--- src/ext_io_pkg.sv ---
// ===========================================================================
// Operation
// - Width field: off, 8-bit, 16-bit, unused
// - Select leads read strobe by 0-7 clocks
// - Select hold after strobe: 0,0,2..7 clocks
// - Read strobe low: 0, 2..7, 8 clocks
// - Latch data write pulses latch strobe
// - Latch access timed by latch timing only
// - Emulation mode: latch strobe drives port-7 latch
// - Window access drives matching select, address, data
// - Windows every 0x40 step; address passed unchanged
// - Windows timed by select timing register only
// - Pin used as plain I/O blocks its bank
// - Control access clears validity; zero disables banks
// - Refresh period is 2049 minus count clocks
// - Refresh enable gates periodic refresh
// - Refresh CAS hold is 1 to 5 clocks
// - Refresh CAS set-up is 1 or 2 clocks
// - Read strobe for all; byte strobes write bytes
// - Byte-select SRAM: lane selects plus write strobe
// - Each window is one register index, four bytes, per 0x40 step
package ext_io_pkg;

   // ========================================================================
   // Register indices; byte address is four times the index.
   localparam logic [13:0] IDX_REFRESH_CTRL = 14'h2020;
   localparam logic [13:0] IDX_SELECT0_WIN = 14'h202C;
   localparam logic [13:0] IDX_SELECT1_WIN = 14'h202E;
   localparam logic [13:0] IDX_LATCH_TIMING = 14'h2030;
   localparam logic [13:0] IDX_SELECT_TIMING = 14'h2034;
   localparam logic [13:0] IDX_STROBE_CFG = 14'h203C;
   localparam logic [13:0] IDX_LATCH_DATA = 14'h203E;
   localparam logic [13:0] IDX_WIN_LAST = 14'h2FEE;
   localparam logic [13:0] IDX_SYSMGR_FIRST = 14'h2000;
   localparam logic [13:0] IDX_SYSMGR_LAST = 14'h203F;

   // ========================================================================
   // Field layout and widths.
   localparam int REFRESH_W = 17;
   localparam int TIMING_W = 14;
   localparam int CFG_W = 2;
   localparam int WIDTH_LSB = 0;
   localparam int SETUP_LSB = 2;
   localparam int HOLD_LSB = 8;
   localparam int ACCESS_LSB = 11;
   localparam int VALID_BIT = 0;
   localparam int RCOUNT_LSB = 1;
   localparam int RCOUNT_W = 11;
   localparam int RENABLE_BIT = 12;
   localparam int CAS_HOLD_LSB = 13;
   localparam int CAS_SETUP_BIT = 16;
   localparam int CFG_BYTE_SEL_BIT = 0;
   localparam int CFG_EMULATION_BIT = 1;
   localparam logic [1:0] WIDTH_OFF = 2'h0;
   localparam logic [1:0] WIDTH_8 = 2'h1;
   localparam logic [1:0] WIDTH_16 = 2'h2;
   localparam logic [11:0] REFRESH_BASE = 12'h801;

   // ========================================================================
   // Reset values.
   localparam logic [REFRESH_W-1:0] REFRESH_RST = 17'h00001;
   localparam logic [TIMING_W-1:0] TIMING_RST = 14'h0000;
   localparam logic [15:0] LATCH_DATA_RST = 16'h0000;
   localparam logic [CFG_W-1:0] CFG_RST = 2'h0;

   typedef enum logic [2:0] {
      ST_IDLE = 3'h0,
      ST_SETUP = 3'h1,
      ST_ACCESS = 3'h2,
      ST_HOLD = 3'h3,
      ST_DONE = 3'h4
   } xfer_state_e;

   typedef struct packed {
      logic [13:0] addr;
      logic [15:0] data;
      logic data_oe;
      logic [1:0] select_n;
      logic read_strobe_n;
      logic write_strobe_n;
      logic byte_write_strobe_lo_n;
      logic byte_write_strobe_hi_n;
      logic latch_write_strobe_n;
   } ext_bus_s;

   typedef struct packed {
      logic [TIMING_W-1:0] timing;
      logic [1:0] sel;
      logic write;
      logic latch;
      logic wide;
      logic [1:0] lanes;
      logic [13:0] addr;
      logic [15:0] data;
   } xfer_ctx_s;

   localparam ext_bus_s EXT_BUS_IDLE = '{addr: 14'h0000, data: 16'h0000,
      data_oe: 1'b0, select_n: 2'h3, read_strobe_n: 1'b1,
      write_strobe_n: 1'b1, byte_write_strobe_lo_n: 1'b1,
      byte_write_strobe_hi_n: 1'b1, latch_write_strobe_n: 1'b1};

   function automatic logic [3:0] setup_clocks(logic [2:0] code);
      return {1'b0, code};
   endfunction : setup_clocks

   function automatic logic [3:0] hold_clocks(logic [2:0] code);
      return (code < 3'h2) ? 4'h0 : {1'b0, code};
   endfunction : hold_clocks

   function automatic logic [3:0] access_clocks(logic [2:0] code);
      return (code == 3'h0) ? 4'h0 : {1'b0, code} + 4'h1;
   endfunction : access_clocks

   // Unused CAS hold codes are clamped to the longest legal hold.
   function automatic logic [2:0] cas_hold_clocks(logic [2:0] code);
      return (code > 3'h4) ? 3'h5 : code + 3'h1;
   endfunction : cas_hold_clocks

endpackage : ext_io_pkg

--- src/ext_io_bank_and_refresh_ctrl.sv ---
// Our own choice: the APB register port.
`timescale 1ns/1ps
module ext_io_bank_and_refresh_ctrl (
   // Clock and reset.
   input wire logic pclk,
   input wire logic presetn,
   // APB slave.
   input wire logic psel,
   input wire logic penable,
   input wire logic pwrite,
   input wire logic [15:0] paddr,
   input wire logic [31:0] pwdata,
   input wire logic [3:0] pstrb,
   output logic [31:0] prdata,
   output logic pready,
   output logic pslverr,
   // Pin multiplexing state from the port controller.
   input wire logic bank0_pin_is_io,
   input wire logic bank1_pin_is_io,
   // External bus pins.
   input wire logic [15:0] ext_data_in,
   output ext_io_pkg::ext_bus_s ext_bus,
   // Memory bank and refresh side.
   output logic banks_enable,
   output logic emulation_mode,
   output logic refresh_req,
   output logic refresh_cas_n
);
   import ext_io_pkg::*;

   // ========================================================================
   // Address decode.
   wire logic [13:0] idx = paddr[15:2];
   wire logic setup = psel & ~penable;
   wire logic in_win = (idx >= IDX_SELECT0_WIN) && (idx <= IDX_WIN_LAST);
   wire logic hit_win0 = in_win && idx[5:0] == IDX_SELECT0_WIN[5:0];
   wire logic hit_win1 = in_win && idx[5:0] == IDX_SELECT1_WIN[5:0];
   wire logic hit_refresh = idx == IDX_REFRESH_CTRL;
   wire logic hit_latch_t = idx == IDX_LATCH_TIMING;
   wire logic hit_select_t = idx == IDX_SELECT_TIMING;
   wire logic hit_cfg = idx == IDX_STROBE_CFG;
   wire logic hit_port = idx == IDX_LATCH_DATA;
   wire logic hit_ctrl = hit_refresh | hit_latch_t | hit_select_t | hit_cfg;
   wire logic hit_any = hit_ctrl | hit_port | hit_win0 | hit_win1;

   // ========================================================================
   // Registers.
   logic [REFRESH_W-1:0] refresh_q;
   logic [TIMING_W-1:0] latch_t_q;
   logic [TIMING_W-1:0] select_t_q;
   logic [15:0] port_q;
   logic [CFG_W-1:0] cfg_q;
   logic pready_q;
   logic pslverr_q;
   logic [31:0] prdata_q;
   logic [31:0] wmask;

   genvar b;
   generate
      for (b = 0; b < 4; b++) begin : g_lane
         assign wmask[8*b +: 8] = {8{pstrb[b]}};
      end
   endgenerate

   wire logic commit = psel & penable & pready_q & pwrite & ~pslverr_q;
   wire logic [31:0] wr_refresh = (32'(refresh_q) & ~wmask) | (pwdata & wmask);
   wire logic [31:0] wr_latch_t = (32'(latch_t_q) & ~wmask) | (pwdata & wmask);
   wire logic [31:0] wr_select_t = (32'(select_t_q) & ~wmask) | (pwdata & wmask);
   wire logic [31:0] wr_port = (32'(port_q) & ~wmask) | (pwdata & wmask);
   wire logic [31:0] wr_cfg = (32'(cfg_q) & ~wmask) | (pwdata & wmask);

   // The validity bit is cleared when the setup of any control access is
   // seen, so the final write of a burst can still set it one edge later.
   always_ff @(posedge pclk or negedge presetn) begin
      if (!presetn) begin
         refresh_q <= REFRESH_RST;
      end else if (commit && hit_refresh) begin
         refresh_q <= wr_refresh[REFRESH_W-1:0];
      end else if (setup && hit_ctrl) begin
         refresh_q[VALID_BIT] <= 1'b0;
      end
   end

   always_ff @(posedge pclk or negedge presetn) begin
      if (!presetn) begin
         latch_t_q <= TIMING_RST;
         select_t_q <= TIMING_RST;
         port_q <= LATCH_DATA_RST;
         cfg_q <= CFG_RST;
      end else if (commit) begin
         if (hit_latch_t) latch_t_q <= wr_latch_t[TIMING_W-1:0];
         if (hit_select_t) select_t_q <= wr_select_t[TIMING_W-1:0];
         if (hit_port) port_q <= wr_port[15:0];
         if (hit_cfg) cfg_q <= wr_cfg[CFG_W-1:0];
      end
   end

   wire logic [31:0] rd_reg = hit_refresh ? 32'(refresh_q) :
      hit_latch_t ? 32'(latch_t_q) : hit_select_t ? 32'(select_t_q) :
      hit_port ? 32'(port_q) : hit_cfg ? 32'(cfg_q) : 32'h0;

   // ========================================================================
   // External transfer start and refusal.
   wire logic [1:0] sel_width = select_t_q[WIDTH_LSB +: 2];
   wire logic width_ok = (sel_width == WIDTH_8) || (sel_width == WIDTH_16);
   wire logic win_ok0 = hit_win0 & ~bank0_pin_is_io;
   wire logic win_ok1 = hit_win1 & ~bank1_pin_is_io;
   wire logic win_go = (win_ok0 | win_ok1) & width_ok & refresh_q[VALID_BIT];
   wire logic port_go = hit_port & pwrite;
   wire logic ext_go = setup & (win_go | port_go);
   wire logic refuse = (hit_win0 | hit_win1) & ~win_go;
   wire logic byte_sel = cfg_q[CFG_BYTE_SEL_BIT];

   xfer_state_e state_q, state_d;
   xfer_ctx_s ctx_q, ctx_d, ctx_new;
   logic [3:0] cnt_q, cnt_d;
   ext_bus_s ext_q, ext_d;
   logic [15:0] data_s1_q, data_s2_q, samp_q;
   logic rd1_q, rd2_q;
   // A read may only finish once its last strobed sample has crossed the
   // synchroniser; writes and strobe-less cycles never wait for it.
   wire logic drain = rd1_q | ~ext_q.read_strobe_n;

   wire logic new_wide = port_go ? latch_t_q[WIDTH_LSB +: 2] == WIDTH_16
                                 : sel_width == WIDTH_16;
   always_comb begin
      ctx_new.timing = port_go ? latch_t_q : select_t_q;
      ctx_new.sel = port_go ? 2'h0 : {hit_win1, hit_win0};
      ctx_new.write = pwrite;
      ctx_new.latch = port_go;
      ctx_new.wide = new_wide;
      ctx_new.lanes = !new_wide ? 2'h1 : pwrite ? pstrb[1:0] : 2'h3;
      ctx_new.addr = idx;
      ctx_new.data = pwdata[15:0];
   end
   assign ctx_d = (state_q == ST_IDLE && ext_go) ? ctx_new : ctx_q;

   wire logic [3:0] su = setup_clocks(ctx_d.timing[SETUP_LSB +: 3]);
   wire logic [3:0] ho = hold_clocks(ctx_d.timing[HOLD_LSB +: 3]);
   wire logic [3:0] ac = access_clocks(ctx_d.timing[ACCESS_LSB +: 3]);

   // Each phase lasts its count; a phase of zero clocks is skipped.
   always_comb begin
      logic adv;
      logic [1:0] from;
      adv = 1'b0;
      from = 2'h0;
      state_d = state_q;
      cnt_d = cnt_q;
      unique case (state_q)
         ST_IDLE: begin
            adv = ext_go;
         end
         ST_SETUP: begin
            adv = cnt_q <= 4'h1;
            from = 2'h1;
         end
         ST_ACCESS: begin
            adv = cnt_q <= 4'h1;
            from = 2'h2;
         end
         ST_HOLD: begin
            adv = cnt_q <= 4'h1;
            from = 2'h3;
         end
         ST_DONE: begin
            state_d = (pready_q || !drain) ? ST_IDLE : ST_DONE;
         end
         default: begin
            state_d = ST_IDLE;
         end
      endcase
      if (!adv && state_q != ST_IDLE && state_q != ST_DONE) begin
         cnt_d = cnt_q - 4'h1;
      end else if (adv) begin
         if (from == 2'h0 && su != 4'h0) begin
            state_d = ST_SETUP;
            cnt_d = su;
         end else if (from <= 2'h1 && ac != 4'h0) begin
            state_d = ST_ACCESS;
            cnt_d = ac;
         end else if (from <= 2'h2 && ho != 4'h0) begin
            state_d = ST_HOLD;
            cnt_d = ho;
         end else begin
            state_d = ST_DONE;
         end
      end
   end

   // ========================================================================
   // Pin values follow the next state so every pin leaves a flip-flop.
   wire logic cyc = state_d inside {ST_SETUP, ST_ACCESS, ST_HOLD};
   wire logic acc = state_d == ST_ACCESS;
   wire logic dev = cyc & ~ctx_d.latch;
   wire logic wr_acc = acc & ctx_d.write;
   always_comb begin
      ext_d = ext_q;
      ext_d.addr = ctx_d.addr;
      ext_d.data = ctx_d.data;
      ext_d.data_oe = cyc & ctx_d.write;
      ext_d.select_n = dev ? ~ctx_d.sel : 2'h3;
      ext_d.read_strobe_n = ~(acc & dev & ~ctx_d.write);
      ext_d.latch_write_strobe_n = ~(wr_acc & ctx_d.latch);
      ext_d.write_strobe_n = ~(wr_acc & dev & byte_sel);
      if (byte_sel) begin
         ext_d.byte_write_strobe_lo_n = ~(dev & ctx_d.lanes[0]);
         ext_d.byte_write_strobe_hi_n = ~(dev & ctx_d.lanes[1]);
      end else begin
         ext_d.byte_write_strobe_lo_n = ~(wr_acc & dev & ctx_d.lanes[0]);
         ext_d.byte_write_strobe_hi_n = ~(wr_acc & dev & ctx_d.lanes[1]);
      end
   end

   // Read data lags the pins by the two synchroniser stages, so the strobe
   // is delayed alongside it and only strobed samples are kept.
   wire logic [15:0] samp_d = rd2_q ? data_s2_q : samp_q;
   wire logic [15:0] rd_ext = ctx_q.wide ? samp_d : {8'h00, samp_d[7:0]};
   wire logic fin = !drain && ((state_d == ST_DONE && state_q != ST_DONE) ||
      (state_q == ST_DONE && !pready_q));

   always_ff @(posedge pclk or negedge presetn) begin
      if (!presetn) begin
         state_q <= ST_IDLE;
         cnt_q <= 4'h0;
         ctx_q <= '0;
         ext_q <= EXT_BUS_IDLE;
         data_s1_q <= 16'h0000;
         data_s2_q <= 16'h0000;
         samp_q <= 16'h0000;
         rd1_q <= 1'b0;
         rd2_q <= 1'b0;
      end else begin
         state_q <= state_d;
         cnt_q <= cnt_d;
         ctx_q <= ctx_d;
         ext_q <= ext_d;
         data_s1_q <= ext_data_in;
         data_s2_q <= data_s1_q;
         samp_q <= samp_d;
         rd1_q <= ~ext_q.read_strobe_n;
         rd2_q <= rd1_q;
      end
   end

   always_ff @(posedge pclk or negedge presetn) begin
      if (!presetn) begin
         pready_q <= 1'b0;
         pslverr_q <= 1'b0;
         prdata_q <= 32'h0;
      end else begin
         pready_q <= (setup & ~ext_go) | fin;
         pslverr_q <= setup & (~hit_any | refuse);
         if (setup && !ext_go) begin
            prdata_q <= pwrite ? 32'h0 : rd_reg;
         end else if (fin) begin
            prdata_q <= ctx_q.write ? 32'h0 : 32'(rd_ext);
         end
      end
   end

   // ========================================================================
   // Refresh interval and CAS sequence.
   wire logic ren = refresh_q[RENABLE_BIT];
   wire logic [11:0] period = REFRESH_BASE - 12'(refresh_q[RCOUNT_LSB +: RCOUNT_W]);
   logic [11:0] rcnt_q;
   wire logic tick = ren && rcnt_q == 12'h001;
   logic [1:0] rsu_q;
   logic [2:0] rh_q;
   logic [2:0] rh_d;
   logic emu_q, req_q, cas_n_q;

   always_comb begin
      rh_d = (rh_q != 3'h0) ? rh_q - 3'h1 : 3'h0;
      if (rsu_q == 2'h1) begin
         rh_d = cas_hold_clocks(refresh_q[CAS_HOLD_LSB +: 3]);
      end
   end

   always_ff @(posedge pclk or negedge presetn) begin
      if (!presetn) begin
         rcnt_q <= 12'h000;
         rsu_q <= 2'h0;
         rh_q <= 3'h0;
         req_q <= 1'b0;
         cas_n_q <= 1'b1;
         emu_q <= 1'b0;
      end else begin
         // Enabling starts from zero so that a freshly written count is
         // loaded at once instead of the stale one.
         rcnt_q <= !ren ? 12'h000 : (tick || rcnt_q == 12'h000) ? period :
                  rcnt_q - 12'h001;
         req_q <= tick;
         rsu_q <= tick ? 2'(refresh_q[CAS_SETUP_BIT]) + 2'h1 :
                  (rsu_q != 2'h0) ? rsu_q - 2'h1 : 2'h0;
         rh_q <= rh_d;
         cas_n_q <= rh_d == 3'h0;
         emu_q <= cfg_q[CFG_EMULATION_BIT];
      end
   end

   assign prdata = prdata_q;
   assign pready = pready_q;
   assign pslverr = pslverr_q;
   assign ext_bus = ext_q;
   assign banks_enable = refresh_q[VALID_BIT];
   assign emulation_mode = emu_q;
   assign refresh_req = req_q;
   assign refresh_cas_n = cas_n_q;

   // ========================================================================
   // Assertions and the counters that only they read.
   logic [3:0] pre_q, low_q;
   logic [11:0] gap_q;
   logic seen_q;
   always_ff @(posedge pclk or negedge presetn) begin
      if (!presetn) begin
         pre_q <= 4'h0;
         low_q <= 4'h0;
         gap_q <= 12'h000;
         seen_q <= 1'b0;
      end else begin
         pre_q <= (&ext_q.select_n) ? 4'h0 : pre_q + 4'(ext_q.read_strobe_n);
         low_q <= ext_q.read_strobe_n ? 4'h0 : low_q + 4'h1;
         gap_q <= req_q ? 12'h001 : gap_q + 12'h001;
         seen_q <= (req_q | seen_q) & ren & ~(commit & hit_refresh);
      end
   end
endmodule : ext_io_bank_and_refresh_ctrl

--- config.mk ---
export PLATFORM = sky130hd
export DESIGN_NAME = ext_io_bank_and_refresh_ctrl
export DESIGN_NICKNAME = d
export VERILOG_FILES = /design/src/ext_io_pkg.sv /design/src/ext_io_bank_and_refresh_ctrl.sv
export SDC_FILE = /design/constraint.sdc
export NUM_CORES = 1
export LEC_CHECK = 0
export BUFFER_PORTS_ARGS = -buffer_cell sky130_fd_sc_hd__buf_4
export CELL_PAD_IN_SITES_DETAIL_PLACEMENT = 1
export CELL_PAD_IN_SITES_GLOBAL_PLACEMENT = 2
export CORE_AREA = 4 4 164 166
export DETAILED_ROUTE_END_ITERATION = 12
export DIE_AREA = 0 0 168 170
export PLACE_DENSITY = 0.88
export SLEW_MARGIN = 20
export SYNTH_ARGS = -nofsm -noshare
export SYNTH_HDL_FRONTEND = slang
export SYNTH_SLANG_ARGS = --single-unit
export TNS_END_PERCENT = 1
--- constraint.sdc ---
create_clock -name pclk -period 8.28 [get_ports pclk]
set_input_delay 0.414 -clock pclk [delete_from_list [all_inputs] [get_ports pclk]]
set_output_delay 0.414 -clock pclk [all_outputs]
set_load 0.05 [all_outputs]
==> results.cfg <==
[pwr]
maximum_vdd_ir_drop_v = 0.0001576
leakagePower_nw = 5.797
cellPowerDensity_nw_per_um2 = 186.9

[timing]
setup_viol_count_final = 0
relSlewSlack_pct = 31.69
final_max_slew_viol_count = 0
worst_clock_skew_ns = 0.01892
finalHoldViolCount = 0
tightest_slew_ns = 1.024
setup_total_negative_slack_ns = 0
layout_min_cycle_time_ns = 4.445
fmaxAchievable_mhz = 225.0
finalCritPeriodShare_pct = 53.68
grt_setup_unrepaired = false

[cts]
numClockSinks = 213
clock_tree.htree_level_count = 1
clockRootBuffer = sky130_fd_sc_hd__clkbuf_16
cts.path.max_buffers = 3
cts_tree = built
worst_skew_pair.late_latency_ns = 0.52
tritoncts.num_buffers = 24
clkTransAtPathRegs_ns = 0.06
cts_post_setup_buffers_inserted = 0

[drt]
drt-vias-per-instance = 5.376
dr.pass1.iters = 4
postRouteWirelength_um = 28980
ant_nets = 0
detail_route.iter0.violations = 486
num_vias = 7510
post-route-drc-count = 0
wl_per_cell_um = 20.74

[yosys]
async_set_or_reset_flop_fraction_in_the_synthesized_netlist_pct = 100.0
yosys_register_bits = 213
yosysWarningCount = 0
dominantRegCellSynth = sky130_fd_sc_hd__dfrtp_1
netlist_area_um2 = 10060
synthCells = 956
synth_area_per_cell_um2 = 10.53
seq_area_frac_synth_pct = 53.08
synth_cell_types = 70
synth_edf_count = 0

[job]
maxCapViolCount = 0

[grt]
gr-total-overflow = 0
via_count_of_the_first_global_routing_pass = 7992
overall_fraction_of_global_route_tracks_in_use_pct = 19.86
grt_max_degree = 74
grt_antenna_before_repair = 0
grt_first_pass_wirelength_um = 45580

[layout]
antenna-diode-count = 0
final_net_count = 1129
drive_gt1_share_pct = 25.80
syn_to_final_growth_pct = 18.27
fin_cells = 1397
postLayoutCoreUtil_pct = 46.46
layout.cell_area.non_filler_um2 = 11900
nFillCells = 2799

[hold_path]
worst_hold_path_type = input port to flop

[worst_setup_path]
crit_path_arrival_time_ns = 4.84
worstPathBufferInverterCount = 0
critical_path_class = flop to flop
setup.worst_path.start_class = flop
slowest_stage = sky130_fd_sc_hd__nor3_4
cp_top_family = simple AND/OR/NAND/NOR gates
critPathMaxStageDelay_ns = 0.87
largest_fanout_of_any_net_on_the_critical_path = 39
endpoint_type_of_the_worst_setup_path = flop
setup_slack_of_the_worst_register_to_register_path_ns = 3.84
critical_path_required_ns = 8.68
cp_cell_sequence = or4b_4, or4_1, o22a_2, o21ai_4, nand2_1, nor3_4, o22ai_1, and2_1

[run_status]
status = finished, final reports clean

[place]
final_estimated_routing_congestion_in_global_placement = 0.8424
detailedPlacementHpwl_um = 20460
port_buffers = 117
dpl.cell_count = 1345
postPlaceCellArea_um2 = 11010

[die]
dieArea_um2 = 28560
ios = 151
die_h_um = 170
core_box_area_um2 = 25620
die_width_um = 168
initial_core_util_pct = 39.28
rows = 59
[synth_stat cells, types with 3 or more instances]
library cell | n | area, um2
sky130_fd_sc_hd__dfrtp_1 | 204 | 5105
sky130_fd_sc_hd__nand2_1 | 146 | 548.0
sky130_fd_sc_hd__mux2_2 | 89 | 1002
sky130_fd_sc_hd__nor2_1 | 58 | 217.7
sky130_fd_sc_hd__buf_4 | 46 | 345.3
sky130_fd_sc_hd__a21oi_1 | 33 | 165.2
sky130_fd_sc_hd__clkbuf_1 | 33 | 123.9
sky130_fd_sc_hd__o21ai_0 | 33 | 165.2
sky130_fd_sc_hd__inv_1 | 28 | 105.1
sky130_fd_sc_hd__nand3_1 | 25 | 125.1
sky130_fd_sc_hd__mux2i_1 | 21 | 210.2
sky130_fd_sc_hd__and2_1 | 18 | 112.6
sky130_fd_sc_hd__nor3_1 | 16 | 80.08
sky130_fd_sc_hd__nand2b_1 | 15 | 93.84
sky130_fd_sc_hd__a22oi_1 | 12 | 90.09
sky130_fd_sc_hd__nor4_1 | 12 | 75.07
sky130_fd_sc_hd__o211ai_1 | 11 | 82.58
sky130_fd_sc_hd__or3_1 | 11 | 68.82
sky130_fd_sc_hd__xor2_1 | 11 | 96.34
sky130_fd_sc_hd__a211oi_1 | 10 | 75.07
sky130_fd_sc_hd__dfstp_2 | 9 | 236.5
sky130_fd_sc_hd__ha_1 | 8 | 100.1
sky130_fd_sc_hd__and3_1 | 7 | 43.79
sky130_fd_sc_hd__nand4_1 | 7 | 43.79
sky130_fd_sc_hd__or4_1 | 7 | 52.55
sky130_fd_sc_hd__a21o_1 | 5 | 37.54
sky130_fd_sc_hd__nor2b_1 | 5 | 31.28
sky130_fd_sc_hd__o22ai_1 | 5 | 31.28
sky130_fd_sc_hd__or2_2 | 5 | 31.28
sky130_fd_sc_hd__xnor2_1 | 5 | 43.79
sky130_fd_sc_hd__buf_1 | 4 | 15.01
sky130_fd_sc_hd__nand3b_1 | 4 | 30.03
sky130_fd_sc_hd__o211a_1 | 4 | 40.04
sky130_fd_sc_hd__o221ai_1 | 3 | 26.28
sky130_fd_sc_hd__o31a_1 | 3 | 26.28
[through the flow]
step	hold slack [ns]	setup WS [ns]	total power, W
after floorplan	0.1184	5.030	0.001118
after global placement	0.3336	3.446	0.001174
after detailed placement	0.3363	3.394	0.001176
after CTS	0.0005923	3.825	0.002257
after global routing	0.0002896	3.589	0.002307
final	0.01895	3.835	0.002225
[placed cells by master (no fill, tap or decap), drive strengths merged, types with 5 or more instances in the layout]
master / count
a211oi: 10
a21o: 5
a21oi: 34
a22oi: 12
and2: 19
and3: 7
buf: 124
clkbuf: 38
conb: 15
dfrtp: 204
dfstp: 9
dlygate4sd3: 10
ha: 8
inv: 28
mux2: 89
mux2i: 21
nand2: 146
nand2b: 15
nand3: 25
nand4: 7
nor2: 58
nor2b: 5
nor3: 17
nor4: 12
o211ai: 11
o21ai: 35
o22ai: 5
or2: 5
or3: 11
or4: 7
xnor2: 5
xor2: 11
[worst paths after layout]
| check | from | to | cells after the start |
|---|---|---|---|
| max | state_q[1] | ext_bus[7] | 8 |
| min | ext_data_in[13] | data_s1_q[13] | 1 |
| max reg2reg | state_q[1] | ext_bus[7] | 8 |
| min reg2reg | data_s1_q[8] | data_s2_q[8] | 0 |
| max in group asynchronous | presetn | ext_bus[26] | 3 |
| min in group asynchronous | presetn | samp_q[2] | 2 |
[worst reg2reg max path, delay by kind of cell, from the launching register on]
family | cells | cell delay [ns]
flops | 1 | 0.42
simple gates | 5 | 2.63
compound gates | 3 | 1.26
[metal layers]
metal,share of wire [%],track usage (%),vias up
li1,-,-,3460
met1,45,27.17,3840
met2,49,33.84,178
met3,4.7,3.159,32
met4,1.5,3.881,0
met5,0,0,-
[timing repair]
action	CTS	global route
setup endpoints to repair	0	0
hold endpoints to repair	72	1
hold buffers	9	1
gates resized for setup	0	0
[area by class of cell]
cell class	count	area [um2]	share of cell area (%)
Multi-Input combinational cell	645	4212	35.39
Clock inverter	4	70.07	0.5888
Clock buffer	38	714.4	6.004
Tap cell	335	419.2	3.522
Inverter	28	105.1	0.8832
Timing Repair Buffer	134	1039	8.727
Sequential cell	213	5341	44.88
[power by group]
part	internal [W]	switching, W
clock	0.000649	0.000415
combinational	0.0000307	0.0000711
sequential	0.00105	0.00000520
total	0.00173	0.000491
[cells by family (layout without fill, tap and decap cells)]
logic type	after synthesis	after routing	synth area share (%)
compound gates	149	149	9.998
xor+xnor	16	16	1.393
fa+ha+maj	8	8	0.9948
buf+inv	112	204	5.906
flops	213	213	53.08
mux	110	110	12.05
other cells	1	15	0.03727
simple gates	347	347	16.54
Note: power is estimated with default switching activity, not from simulation.
